$ cat src/logic/pwm_shutdown_pkg.sv
package pwm_shutdown_pkg;

  // register byte addresses (no offsets printed, so chosen here)
  localparam logic [7:0] addr_auto_shutdown_control = 8'h00;
  localparam logic [7:0] addr_enhanced_pwm_control  = 8'h04;
  localparam logic [7:0] addr_irq_status            = 8'h08;
  localparam logic [7:0] addr_irq_enable            = 8'h0C;
  localparam logic [7:0] addr_irq_clear             = 8'h10;
  localparam logic [7:0] addr_half_bridge_mode      = 8'h14;

  // field positions of auto_shutdown_control
  localparam int pos_event_status = 7;
  localparam int pos_source_hi    = 6;
  localparam int pos_source_lo    = 4;
  localparam int pos_ac_hi        = 3;
  localparam int pos_ac_lo        = 2;
  localparam int pos_bd_hi        = 1;
  localparam int pos_bd_lo        = 0;
  // field positions of enhanced_pwm_control
  localparam int pos_restart_enable = 7;
  localparam int deadband_width     = 7;

  // values after reset
  localparam logic [7:0] reset_auto_shutdown_control = 8'h00;
  localparam logic [7:0] reset_enhanced_pwm_control  = 8'h00;
  localparam logic [1:0] reset_irq                   = 2'h0;

  // interrupt status bits
  localparam int irq_shutdown_entered = 0;
  localparam int irq_restarted        = 1;

  // pair shutdown state codes
  localparam logic [1:0] pair_drive_low  = 2'h0;
  localparam logic [1:0] pair_drive_high = 2'h1;

  // dead-band counts one instruction cycle of four oscillator periods
  localparam int tosc_per_count = 4;

  // axi response codes
  localparam logic [1:0] resp_okay   = 2'h0;
  localparam logic [1:0] resp_slverr = 2'h2;

  // one output pin as two signals
  typedef struct packed {
    logic level;
    logic enable;
  } pin_drive_t;

  // four pins of the output stage
  typedef struct packed {
    pin_drive_t d;
    pin_drive_t c;
    pin_drive_t b;
    pin_drive_t a;
  } pin_group_t;

  // dead-band stage states
  typedef enum logic [2:0] {
    db_idle  = 3'b001,
    db_delay = 3'b010,
    db_on    = 3'b100
  } db_state_t;

endpackage

$ cat src/logic/deadband_delay.sv
`timescale 1ns/1ps
// delays each rising edge of a level by a programmed count, falling edges pass at once
module deadband_delay
  import pwm_shutdown_pkg::*;
#(
  parameter int count_width = deadband_width
) (
  // clock and reset
  input  wire logic                   aclk,
  input  wire logic                   aresetn,
  // control
  input  wire logic [count_width-1:0] delay_count,
  // signal
  input  wire logic                   level_in,
  output logic                        level_out
);

  db_state_t              state;      // stage state
  db_state_t              next_state; // next stage state
  logic [count_width-1:0] elapsed;    // cycles since the rise, entry counts one

  // only inactive-to-active is delayed; a drop cancels the delay at once
  always_comb begin
    next_state = state;
    case (state)
      db_idle: begin
        if (level_in && delay_count <= count_width'(1)) begin
          next_state = db_on;
        end else if (level_in) begin
          next_state = db_delay;
        end
      end
      db_delay: begin
        if (!level_in) begin
          next_state = db_idle;
        end else if (elapsed == delay_count - 1'b1) begin
          next_state = db_on;
        end
      end
      db_on: begin
        if (!level_in) begin
          next_state = db_idle;
        end
      end
      default: next_state = db_idle;
    endcase
  end

  // state and cycle counter
  always_ff @(posedge aclk) begin
    if (!aresetn) begin
      state   <= db_idle;
      elapsed <= '0;
    end else begin
      state   <= next_state;
      elapsed <= (next_state != db_delay) ? '0 :
                 (state == db_delay)      ? elapsed + count_width'(1) : count_width'(1);
    end
  end

  // a zero count passes the rise with no delay; a drop always passes at once
  assign level_out = level_in && (state == db_on || delay_count == '0);

endmodule

$ cat src/logic/pwm_auto_shutdown_deadband.sv
// Decided for this implementation: the register addresses and the AXI4-Lite interface to the registers.
`timescale 1ns/1ps
// What this block does
// source codes 000-011 pick comparator sources
// codes 100-111 add low interrupt pin
// status bit 7 flags shutdown state
// bits 3-2 set pins a,c shutdown
// bits 1-0 set pins b,d shutdown
// shutdown condition is a level
// status writes ignored while condition present
// restart waits for next pwm period
// auto-restart keeps status set while active
// auto-restart clears status when condition ends
// dead-band only on inactive-to-active edges
// dead-band from low seven control bits
// without auto-restart software clears to restart
// event sets status, pins forced immediately
// too-long dead-band keeps output inactive
module pwm_auto_shutdown_deadband
  import pwm_shutdown_pkg::*;
(
  // clock and reset
  input  wire logic        aclk,
  input  wire logic        aresetn,
  // axi4-lite write address
  input  wire logic [7:0]  awaddr,
  input  wire logic        awvalid,
  output logic             awready,
  // axi4-lite write data
  input  wire logic [31:0] wdata,
  input  wire logic [3:0]  wstrb,
  input  wire logic        wvalid,
  output logic             wready,
  // axi4-lite write response
  output logic [1:0]       bresp,
  output logic             bvalid,
  input  wire logic        bready,
  // axi4-lite read address
  input  wire logic [7:0]  araddr,
  input  wire logic        arvalid,
  output logic             arready,
  // axi4-lite read data
  output logic [31:0]      rdata,
  output logic [1:0]       rresp,
  output logic             rvalid,
  input  wire logic        rready,
  // shutdown sources
  input  wire logic        comparator_one,
  input  wire logic        comparator_two,
  input  wire logic        ext_int_pin,
  // pwm core side
  input  wire logic        pwm_level_a,
  input  wire logic        pwm_level_b,
  input  wire logic        pwm_level_c,
  input  wire logic        pwm_level_d,
  input  wire logic        period_start,
  // output pins
  output logic             pwm_out_a,
  output logic             pwm_out_a_oe,
  output logic             pwm_out_b,
  output logic             pwm_out_b_oe,
  output logic             pwm_out_c,
  output logic             pwm_out_c_oe,
  output logic             pwm_out_d,
  output logic             pwm_out_d_oe,
  // interrupt
  output logic             irq
);

  ////////////////////////////////////////////////////////////////////////////
  // registers and state

  logic [7:0] auto_shutdown_control; // status, source, pair states
  logic [7:0] enhanced_pwm_control;  // restart enable, dead-band
  logic       half_bridge_mode;      // dead-band applies only here
  logic [1:0] irq_status;            // sticky events
  logic [1:0] irq_enable;            // event mask
  logic       resume_wait;           // restarted, waiting for period start

  ////////////////////////////////////////////////////////////////////////////
  // named fields

  // the status bit is state; the other fields are plain storage
  wire       shutdown_event_status = auto_shutdown_control[pos_event_status];
  wire [2:0] shutdown_source_select = auto_shutdown_control[pos_source_hi:pos_source_lo];
  wire [1:0] pair_ac_shutdown_state = auto_shutdown_control[pos_ac_hi:pos_ac_lo];
  wire [1:0] pair_bd_shutdown_state = auto_shutdown_control[pos_bd_hi:pos_bd_lo];
  wire       restart_enable = enhanced_pwm_control[pos_restart_enable];
  wire [deadband_width-1:0] deadband_count = enhanced_pwm_control[deadband_width-1:0];

  ////////////////////////////////////////////////////////////////////////////
  // shutdown condition decode

  // bit 0 and 1 pick comparators, bit 2 adds a low interrupt pin
  wire cond_cmp_one = shutdown_source_select[0] && comparator_one;
  wire cond_cmp_two = shutdown_source_select[1] && comparator_two;
  wire cond_int_low = shutdown_source_select[2] && !ext_int_pin;
  // code 000 leaves every term low, so no source forces the pins
  // a level, re-evaluated every cycle, never latched by an edge
  wire shutdown_cond = cond_cmp_one || cond_cmp_two || cond_int_low;

  ////////////////////////////////////////////////////////////////////////////
  // axi4-lite write path

  logic       aw_held;   // write address taken
  logic       w_held;    // write data taken
  logic [7:0] aw_addr_q; // captured address
  logic [31:0] w_data_q; // captured data
  logic [3:0] w_strb_q;  // captured strobes

  // a held half blocks its own channel until the response is taken
  assign awready = !aw_held && !bvalid;
  assign wready  = !w_held && !bvalid;

  // decode only once both halves are held; lane 0 carries every register
  wire write_go   = aw_held && w_held && !bvalid;
  wire lane0      = w_strb_q[0];
  wire wr_asc     = write_go && lane0 && aw_addr_q == addr_auto_shutdown_control;
  wire wr_epc     = write_go && lane0 && aw_addr_q == addr_enhanced_pwm_control;
  wire wr_ien     = write_go && lane0 && aw_addr_q == addr_irq_enable;
  wire wr_iclr    = write_go && lane0 && aw_addr_q == addr_irq_clear;
  wire wr_hbm     = write_go && lane0 && aw_addr_q == addr_half_bridge_mode;
  wire wr_mapped  = aw_addr_q == addr_auto_shutdown_control
                 || aw_addr_q == addr_enhanced_pwm_control
                 || aw_addr_q == addr_irq_status
                 || aw_addr_q == addr_irq_enable
                 || aw_addr_q == addr_irq_clear
                 || aw_addr_q == addr_half_bridge_mode;

  // address and data may arrive in either order
  always_ff @(posedge aclk) begin
    if (!aresetn) begin
      aw_held   <= 1'b0;
      w_held    <= 1'b0;
      aw_addr_q <= 8'h00;
      w_data_q  <= 32'h0000_0000;
      w_strb_q  <= 4'h0;
    end else begin
      if (awvalid && awready) begin
        aw_held   <= 1'b1;
        aw_addr_q <= awaddr;
      end else if (write_go) begin
        aw_held <= 1'b0;
      end
      if (wvalid && wready) begin
        w_held   <= 1'b1;
        w_data_q <= wdata;
        w_strb_q <= wstrb;
      end else if (write_go) begin
        w_held <= 1'b0;
      end
    end
  end

  // response one cycle after both halves are held
  always_ff @(posedge aclk) begin
    if (!aresetn) begin
      bvalid <= 1'b0;
      bresp  <= resp_okay;
    end else if (write_go) begin
      bvalid <= 1'b1;
      bresp  <= wr_mapped ? resp_okay : resp_slverr;
    end else if (bready) begin
      bvalid <= 1'b0;
    end
  end

  ////////////////////////////////////////////////////////////////////////////
  // shutdown status and control registers

  // software may set the status bit, which acts as an event
  wire sw_sets_status   = wr_asc && w_data_q[pos_event_status];
  wire sw_clears_status = wr_asc && !w_data_q[pos_event_status] && !shutdown_cond;
  // auto-restart drops the status as soon as the condition is gone
  wire hw_clears_status = restart_enable && !shutdown_cond;
  wire status_enters    = (shutdown_cond || sw_sets_status) && !shutdown_event_status;
  wire status_leaves    = shutdown_event_status && !shutdown_cond && !sw_sets_status
                       && (sw_clears_status || hw_clears_status);
  // set always wins over either clear
  wire next_status = shutdown_cond || sw_sets_status
                  || (shutdown_event_status && !sw_clears_status && !hw_clears_status);

  // status follows next_status every cycle, the other fields only on a write;
  // a plain write never reaches the status bit, so it cannot beat a live condition

  always_ff @(posedge aclk) begin
    if (!aresetn) begin
      auto_shutdown_control <= reset_auto_shutdown_control;
    end else begin
      auto_shutdown_control[pos_event_status] <= next_status;
      if (wr_asc) begin
        auto_shutdown_control[pos_source_hi:0] <= w_data_q[pos_source_hi:0];
      end
    end
  end

  // enhanced control and half-bridge select
  always_ff @(posedge aclk) begin
    if (!aresetn) begin
      enhanced_pwm_control <= reset_enhanced_pwm_control;
      half_bridge_mode     <= 1'b0;
    end else begin
      if (wr_epc) begin
        enhanced_pwm_control <= w_data_q[7:0];
      end
      if (wr_hbm) begin
        half_bridge_mode <= w_data_q[0];
      end
    end
  end

  // restarted outputs stay quiet until the next period begins
  // a restart mid-period would emit a truncated first pulse
  always_ff @(posedge aclk) begin
    if (!aresetn) begin
      resume_wait <= 1'b0;
    end else if (next_status) begin
      resume_wait <= 1'b1;
    end else if (period_start) begin
      resume_wait <= 1'b0;
    end
  end

  ////////////////////////////////////////////////////////////////////////////
  // interrupts

  // bit 0 marks entry into shutdown, bit 1 the return to normal
  wire [1:0] irq_events = {status_leaves, status_enters};

  // sticky bits; a new event beats a clear in the same cycle
  always_ff @(posedge aclk) begin
    if (!aresetn) begin
      irq_status <= reset_irq;
      irq_enable <= reset_irq;
    end else begin
      irq_status <= irq_events | (irq_status & ~(wr_iclr ? w_data_q[1:0] : 2'h0));
      if (wr_ien) begin
        irq_enable <= w_data_q[1:0];
      end
    end
  end

  // level interrupt, high while any enabled event is pending
  assign irq = |(irq_status & irq_enable);

  ////////////////////////////////////////////////////////////////////////////
  // axi4-lite read path

  wire [7:0] rd_value =
      (araddr == addr_auto_shutdown_control) ? auto_shutdown_control :
      (araddr == addr_enhanced_pwm_control)  ? enhanced_pwm_control :
      (araddr == addr_irq_status)            ? {6'h00, irq_status} :
      (araddr == addr_irq_enable)            ? {6'h00, irq_enable} :
      (araddr == addr_half_bridge_mode)      ? {7'h00, half_bridge_mode} : 8'h00;
  wire rd_mapped = araddr == addr_auto_shutdown_control
                || araddr == addr_enhanced_pwm_control
                || araddr == addr_irq_status
                || araddr == addr_irq_enable
                || araddr == addr_irq_clear
                || araddr == addr_half_bridge_mode;

  // decode uses the live address, which the master holds until arready
  assign arready = !rvalid;

  // data registered one cycle after the address is taken; clear reads zero
  // a read changes no state, so it has no side effects
  always_ff @(posedge aclk) begin
    if (!aresetn) begin
      rvalid <= 1'b0;
      rdata  <= 32'h0000_0000;
      rresp  <= resp_okay;
    end else if (arvalid && arready) begin
      rvalid <= 1'b1;
      rdata  <= {24'h00_0000, rd_value};
      rresp  <= rd_mapped ? resp_okay : resp_slverr;
    end else if (rready) begin
      rvalid <= 1'b0;
    end
  end

  ////////////////////////////////////////////////////////////////////////////
  // dead-band on the complementary half-bridge pair

  logic db_level_a; // a after dead-band
  logic db_level_b; // b after dead-band

  deadband_delay #(
    .count_width (deadband_width)
  ) u_db_a (
    .aclk        (aclk),
    .aresetn     (aresetn),
    .delay_count (deadband_count),
    .level_in    (pwm_level_a),
    .level_out   (db_level_a)
  );

  deadband_delay #(
    .count_width (deadband_width)
  ) u_db_b (
    .aclk        (aclk),
    .aresetn     (aresetn),
    .delay_count (deadband_count),
    .level_in    (pwm_level_b),
    .level_out   (db_level_b)
  );

  // pins c and d are not part of the half-bridge pair and pass as they come
  // outside half-bridge mode the levels pass undelayed
  wire run_a = half_bridge_mode ? db_level_a : pwm_level_a;
  wire run_b = half_bridge_mode ? db_level_b : pwm_level_b;

  ////////////////////////////////////////////////////////////////////////////
  // output pin forcing

  // forcing is combinational so a live condition reaches the pins at once
  wire forced = shutdown_event_status || shutdown_cond || resume_wait;
  // resume_wait keeps the pins forced until a whole period can start

  wire ac_tri  = pair_ac_shutdown_state[1];
  wire ac_lvl  = pair_ac_shutdown_state == pair_drive_high;
  wire bd_tri  = pair_bd_shutdown_state[1];
  wire bd_lvl  = pair_bd_shutdown_state == pair_drive_high;

  // one shutdown drive per pair; a released pin also drops its level
  pin_drive_t ac_force; // shutdown drive of pins a and c
  pin_drive_t bd_force; // shutdown drive of pins b and d
  assign ac_force = '{level: ac_lvl && !ac_tri, enable: !ac_tri};
  assign bd_force = '{level: bd_lvl && !bd_tri, enable: !bd_tri};

  // both pins of a pair switch together, so a pair never splits
  pin_group_t pins; // assembled pin drives
  assign pins.a = forced ? ac_force : pin_drive_t'{level: run_a, enable: 1'b1};
  assign pins.c = forced ? ac_force : pin_drive_t'{level: pwm_level_c, enable: 1'b1};
  assign pins.b = forced ? bd_force : pin_drive_t'{level: run_b, enable: 1'b1};
  assign pins.d = forced ? bd_force : pin_drive_t'{level: pwm_level_d, enable: 1'b1};

  // unpack onto the pin ports; oe low leaves the pin to its external resistor
  assign pwm_out_a    = pins.a.level;
  assign pwm_out_a_oe = pins.a.enable;
  assign pwm_out_b    = pins.b.level;
  assign pwm_out_b_oe = pins.b.enable;
  assign pwm_out_c    = pins.c.level;
  assign pwm_out_c_oe = pins.c.enable;
  assign pwm_out_d    = pins.d.level;
  assign pwm_out_d_oe = pins.d.enable;

endmodule

$ cat config.mk
export PLATFORM = sky130hd
export DESIGN_NAME = pwm_auto_shutdown_deadband
export DESIGN_NICKNAME = d
export VERILOG_FILES = /design/src/logic/pwm_shutdown_pkg.sv /design/src/logic/deadband_delay.sv /design/src/logic/pwm_auto_shutdown_deadband.sv
export SDC_FILE = /design/constraint.sdc
export NUM_CORES = 1
export LEC_CHECK = 0
export ABC_AREA = 1
export BUFFER_PORTS_ARGS = -buffer_cell sky130_fd_sc_hd__clkbuf_2
export CORE_UTILIZATION = 35
export CTS_CLUSTER_DIAMETER = 50
export CTS_CLUSTER_SIZE = 10
export DETAILED_ROUTE_END_ITERATION = 8
export RECOVER_POWER = 25
export REMOVE_ABC_BUFFERS = 1
export SLEW_MARGIN = 0
export SYNTH_ARGS = -nofsm -noshare
export SYNTH_HDL_FRONTEND = slang
export SYNTH_SLANG_ARGS = --single-unit
$ cat constraint.sdc
create_clock -name aclk -period 2.2 [get_ports aclk]
set_clock_uncertainty 0.1 [all_clocks]
set_input_delay 0.44 -clock aclk [delete_from_list [all_inputs] [get_ports aclk]]
set_output_delay 0.44 -clock aclk [all_outputs]
set_load 0.03 [all_outputs]
==> results of run 1 <==
==> logic make-up (layout without fill, tap and decap cells) <==
family | Yosys count | count (layout) | synth area share
and+or+nand+nor | 240 | 240 | 0.2917
buffers and inverters | 111 | 169 | 0.1369
AOI/OAI and AO/OA | 103 | 103 | 0.1474
DFF | 73 | 73 | 0.3824
xor gates and xnor gates | 12 | 12 | 0.02750
adders and majority gates | 4 | 4 | 0.01310
other | 1 | 26 | 0.0009814
==> final timing paths <==
check | cells after the start | end | slack (ns) | startpoint
setup / recovery | 9 | pwm_out_a | 0.007 | enhanced_pwm_control[0]$_SDFFE_PN0P_
hold / removal | 3 | resume_wait$_SDFFE_PN0P_ | 0.22 | period_start
setup reg to reg | 16 | u_db_b.elapsed[6]$_SDFF_PP0_ | 0.20 | enhanced_pwm_control[0]$_SDFFE_PN0P_
hold reg to reg | 2 | auto_shutdown_control[6]$_SDFFE_PN0P_ | 0.37 | auto_shutdown_control[6]$_SDFFE_PN0P_
==> cell type report <==
type	instances	area [µm²]	share of cell area
Sequential cell	73	1466	0.3148
Tap cell	136	170.2	0.03653
Inverter	73	276.5	0.05936
Clock inverter	6	90.09	0.01934
Timing Repair Buffer	80	469.2	0.1007
Multi-Input combinational cell	385	2058	0.4418
Clock buffer	10	127.6	0.02740
==> metal layers <==
metal  GRT usage  routed length [µm]  up-vias  part of all wire
met5           0                   0        -                 0
met4     0.05382                 121        0             0.013
met3     0.04782                 515       11             0.057
met2      0.2639                4005      104              0.44
met1      0.2141                4394     1535              0.49
li1            -                   -     1872                 -
==> power groups by stage <==
stage          logic (mW)  registers (mW)  clock network, mW
3_5_place_dp        0.393            1.45                  0
4_1_cts             0.401            1.42               1.19
6_report            0.405            1.42               1.17
5_1_grt             0.451            1.42               1.27
3_3_place_gp        0.386            1.45                  0
2_1_floorplan       0.250            1.47                  0
==> repair_timing <==
item	CTS	global route
setup buffers	5	3
setup endpoints to repair	8	17
cloned	0	0
gates resized for setup	21	31
pin swaps	3	14
==> synthesized netlist by cell type (5+ instances only) <==
library cell | count | area [µm²]
nand2_1 | 84 | 315.3
dfxtp_1 | 73 | 1461
inv_1 | 67 | 251.5
nor2_1 | 66 | 247.7
a21oi_1 | 41 | 205.2
o21ai_0 | 39 | 195.2
nand3_1 | 37 | 185.2
buf_4 | 28 | 210.2
nor2_2 | 18 | 112.6
nor3_1 | 10 | 50.05
xor2_1 | 10 | 87.58
nand4_1 | 9 | 56.30
clkbuf_1 | 8 | 30.03
o211ai_1 | 8 | 60.06
inv_2 | 5 | 18.77
o21ai_1 | 5 | 25.02
==> critical path, delay by kind of cell, from the launching register on <==
family | cells | cell delay [ns]
AO/OA/AOI/OAI | 2 | 0.25
AND/OR/NAND/NOR | 3 | 0.25
buffers and inverters | 3 | 0.32
adder cells (fa/ha/maj) | 1 | 0.15
flip-flops | 1 | 0.33
==> flip-flops by register name (all words and copies together), names as in the netlist, 2 cells and up <==
| register | cells |
|---|---|
| u_db_b.elapsed | 7 |
| w_data_q | 8 |
| auto_shutdown_control | 8 |
| irq_enable | 2 |
| u_db_a.state | 3 |
| irq_status | 2 |
| rdata | 8 |
| u_db_a.elapsed | 7 |
| enhanced_pwm_control | 8 |
| aw_addr_q | 8 |
| u_db_b.state | 3 |
==> through the flow <==
stage          power, mW  hold slack (ns)
4_1_cts            3.012           0.2138
5_1_grt            3.140           0.2306
3_3_place_gp       1.831           0.3543
2_1_floorplan      1.715           0.3408
6_report           2.992           0.2201
3_5_place_dp       1.840           0.3712
==> qor.csv, run 1 <==
metric,value,unit
status,completed,
fin_ws,0.007303,ns
synth_edf_count,0,
crit_path_start_kind,flop,
internal-power,2.138,mW
routedWlPerCell,11.84,µm
ys_ff_latch,73,
totalWireLength,9036,µm
final_util,0.4452,
pwr-share-comb,0.135,
synth.yosys.seq_area_share,0.3824,
maxCapViolCount,0,
placed_area,4242,µm²
fillers,1091,
die_width,106.5,µm
clk_latency,0.35,ns
min_path_type,input pin to flop,
cp_data_arrival_time,1.65,ns
path_max_fanout,2,
powerDensity,642.4,nW/µm²
final_common_cell,nand2_1,
initial_utilization,0.3652,
cp.required,1.66,ns
drt.antenna.violating_nets,0,
areaGrowthSynthToFinish,21.91,%
power.leakage,2.116,nW
rsz0062_at_grt,true,
pre_cts_slack,-0.02725,ns
drive_above_1_share,0.2488,
fmax,456.1,MHz
post-route-period-util,0.9967,
cts_buffers,9,
dp_hpwl,6895,µm
async_flop_share,0,
drt-vias-per-instance,4.616,
cts_tree,yes,
routabilityCongestion,0.8526,
grt_usage,0.1655,
num_rows,37,
clkTransAtPathRegs,0.09,ns
tns,0,ns
ir_drop,0.3255,mV
cp_cell_sequence,inv_2 -> ha_4 -> nand2_4 -> nor2_4 -> nand2_2 -> inv_4 -> o31ai_4 -> o21ai_2 -> buf_6,
finalHoldViolations,0,
p_sw,0.8543,mW
initialDrtViolationCount,104,
grt_max_degree,51,
antenna_found_initial,0,
cp_slowest_stage_delay,0.33,ns
drv_slew,0,
diodes,0,
syn_area,3821,µm²
synthCells,544,
vias,3522,
final_area,4658,µm²
seqPwrFrac,0.473,
cts-root-buf,clkbuf_8,
cp_slowest_cell,dfxtp_2,
ios,117,
grt_first_pass_wirelength,14640,µm
grt_pass1_vias,3145,
synth_top_flop_cell,dfxtp_1,
layout_common_cells,"nand2_1 (79), dfxtp_1 (69), inv_1 (63), nor2_1 (62), clkbuf_2 (55)",
synth_cell_types,39,
end_kind,output pin,
layout_min_cycle_time,2.193,ns
cts_sinks,73,
crit_type,flop to output pin,
nets,693,
first_pass_iters,4,
fin_cells,763,
cts-htree-levels,3,
grt_overflow,0,
p_sw_frac,0.2855,
clockPowerShare,0.391,
ctsHoldBuffers,0,
clockBufferDepth,2,
die_h,106.5,µm
placed_cells,742,
core_area,10460,µm²
synth.avg_cell_area,7.024,µm²
setup_viol,0,
dieArea,11340,µm²
yosysWarnings,0,
drc,0,
port_buffers,63,
(Power assumes the default switching activity.)
==> run 2: changes to the inputs <==
Settings changed: ABC_AREA 1 to unset.
Clock period 2.2 ns to 2.8 ns, I/O delays scaled along.
==> run 2 against run 1 <==
Wire length decreased by 10%. Non-clock buffer count decreased by 8. First-iteration DRC count increased by 8.7%. Critical path type unchanged. Hold slack improved by 0.13 ns. Sequential power decreased by 23%. Register-to-register slack improved by 0.36 ns. Cell area decreased by 4.4%. Largest cell class unchanged. Global-route usage decreased by 1.8 points. The flow now finishes with violations (capacitance limit, slew limit).
==> qor.csv, run 2 <==
metric,value,unit
status,finished with violations,
violations,"capacitance limit, slew limit",
synth_cell_types,63,
port_buffers,63,
synthTopCellsByArea,"dfxtp_1 (38%), mux2i_1 (8.2%), nor2b_1 (5.8%)",
clockBufferDepth,2,
regToRegStartpoint,enhanced_pwm_control[0]$_SDFFE_PN0P_,
whs_path_depth,2,
grt_first_pass_wirelength,13450,µm
synth-adder-area-share,0.01285,
drt.antenna.violating_nets,0,
async_flop_share,0,
synth_common_cells,"dfxtp_1 (73), nand2_1 (37), nor2b_1 (36), mux2i_1 (32), buf_4 (29)",
dieArea,11560,µm²
internal-power,1.575,mW
seqPwrFrac,0.501,
post-route-period-util,0.9362,
power.leakage,1.848,nW
routedWlPerCell,12.92,µm
areaGrowthSynthToFinish,14.26,%
layout_common_cells,"dfxtp_1 (73), clkbuf_2 (62), nand2_1 (37), nor2b_1 (36), mux2i_1 (32)",
pwr-share-comb,0.105,
layout_min_cycle_time,2.621,ns
final_common_cell,dfxtp_1,
final_util,0.4107,
totalWireLength,8115,µm
first_pass_iters,4,
worstHoldEndpoint,rvalid$_SDFFE_PN0P_,
synth_top_flop_cell,dfxtp_1,
die_h,107.5,µm
ys_ff_latch,73,
cts_resized,1,
crit_type,flop to output pin,
antenna_found_initial,0,
synthCells,422,
drc,0,
finalHoldViolations,0,
drive_above_1_share,0.2193,
cts_sinks,73,
synth.area.mux_share,0.09377,
crit_path_start_kind,flop,
clk_latency,0.35,ns
cts_setup_buffers,0,
die_width,107.5,µm
worst_pin_slew,1.828,ns
synth.yosys.seq_area_share,0.3751,
ios,117,
p_sw_frac,0.2763,
synth_top_family_by_area,simple AND/OR/NAND/NOR gates,
ctsHoldBuffers,0,
worstReg2RegEnd,u_db_b.elapsed[0]$_SDFF_PP0_,
min_from,arvalid,
pre_cts_slack,0.1233,ns
diodes,0,
clockPowerShare,0.394,
num_rows,38,
synth.most_common_cell,dfxtp_1,
yosysTopAreaCell,dfxtp_1,
powerDensity,489.0,nW/µm²
cp_data_arrival_time,1.96,ns
fin_ws,0.1785,ns
grt_max_degree,53,
min_path_type,input pin to flop,
initialDrtViolationCount,113,
rrSetupSlack,0.56,ns
core_area,10840,µm²
end_kind,output pin,
met2_length,3546,µm
p_sw,0.6016,mW
path_max_fanout,8,
ir_drop,0.2794,mV
syn_area,3896,µm²
routabilityCongestion,0.7655,
yosysTopAreaCellShare,0.3751,
clkTransAtPathRegs,0.09,ns
reg2reg_depth,7,
drv_slew,53,
grt_usage,0.1475,
dp_hpwl,6181,µm
routed.top_layer,met4,
maxCapViolCount,1,
synth-compound-area-share,0.1307,
initial_utilization,0.3594,
grt_pass1_vias,2724,
grt_overflow,0,
cts_buffers,9,
yosysWarnings,0,
cts-root-buf,clkbuf_8,
synth.avg_cell_area,9.233,µm²
tns,0,ns
synth-xor-area-share,0.05620,
slew_headroom,-0.2187,
setup_viol,0,
drt-vias-per-instance,4.750,
cp.required,2.14,ns
cts-htree-levels,3,
rsz0062_at_grt,false,
hold-worst-slack,0.3475,ns
cts_tree,yes,
p_total,2.177,mW
wl_met1,4057,µm
fmax,381.5,MHz
synth_edf_count,0,
nets,554,
vias,2983,
synthSimpleGateAreaFrac,0.2431,
wl_met3,397,µm
run 2: routing by layer:
layer / track usage / up-vias
li1: - / 1535
met1: 0.2109 / 1352
met2: 0.2257 / 87
met3: 0.01998 / 9
met4: 0.05088 / 0
met5: 0 / -
run 2: worst max-delay path by stage:
stage | startpoint | endpoint | slack, ns | cells after the start
2_1_floorplan | comparator_one | pwm_out_a_oe | 0.29 | 4
5_1_grt | aresetn | bresp[1]$_SDFFE_PN0P_ | 0.02 | 4
3_5_place_dp | comparator_one | pwm_out_b | 0.12 | 9
4_1_cts | auto_shutdown_control[6]$_SDFFE_PN0P_ | pwm_out_d | 0.14 | 8
3_3_place_gp | comparator_one | pwm_out_b | 0.13 | 9
6_report | auto_shutdown_control[6]$_SDFFE_PN0P_ | pwm_out_d | 0.18 | 8
run 2: power groups by stage:
stage | clock [mW] | sequential (mW) | combinational [mW]
after floorplan | 0 | 1.11 | 0.151
after global placement | 0 | 1.11 | 0.225
after detailed placement | 0 | 1.12 | 0.230
after CTS | 0.880 | 1.09 | 0.231
after global routing | 0.936 | 1.10 | 0.254
final | 0.858 | 1.09 | 0.229
run 2: metrics by stage:
stage,cells,instance area [µm²]
after floorplan,400,3691
after global placement,612,4249
after detailed placement,612,4249
after CTS,628,4457
after global routing,628,4452
final,628,4452
run 2: worst max-delay path, stage by stage, from the launching register on:
cell	delay, ns
dfxtp_1	0.37
inv_1	0.06
o21ai_1	0.29
nor3_1	0.08
buf_4	0.18
nor3b_1	0.19
buf_4	0.16
a21o_1	0.10
clkbuf_2	0.20
run 2: kinds of logic (layout without fill, tap and decap cells):
kind of cell	Yosys count	count (layout)
and+or+nand+nor	159	159
AOI/OAI and AO/OA	68	68
xor gates and xnor gates	25	25
muxes	34	34
adders and majority gates	4	4
other	1	26
DFF	73	73
buffers and inverters	58	99
run 2: area by class of cell:
cell class | count | area [µm²]
clock inverters | 7 | 83.83
fillers | 1091 | 6389
clock buffers | 9 | 123.9
well taps | 140 | 175.2
flip-flops and latches | 73 | 1461
multi-input cells | 316 | 2188
inverters | 11 | 41.29
repair buffers | 72 | 377.9
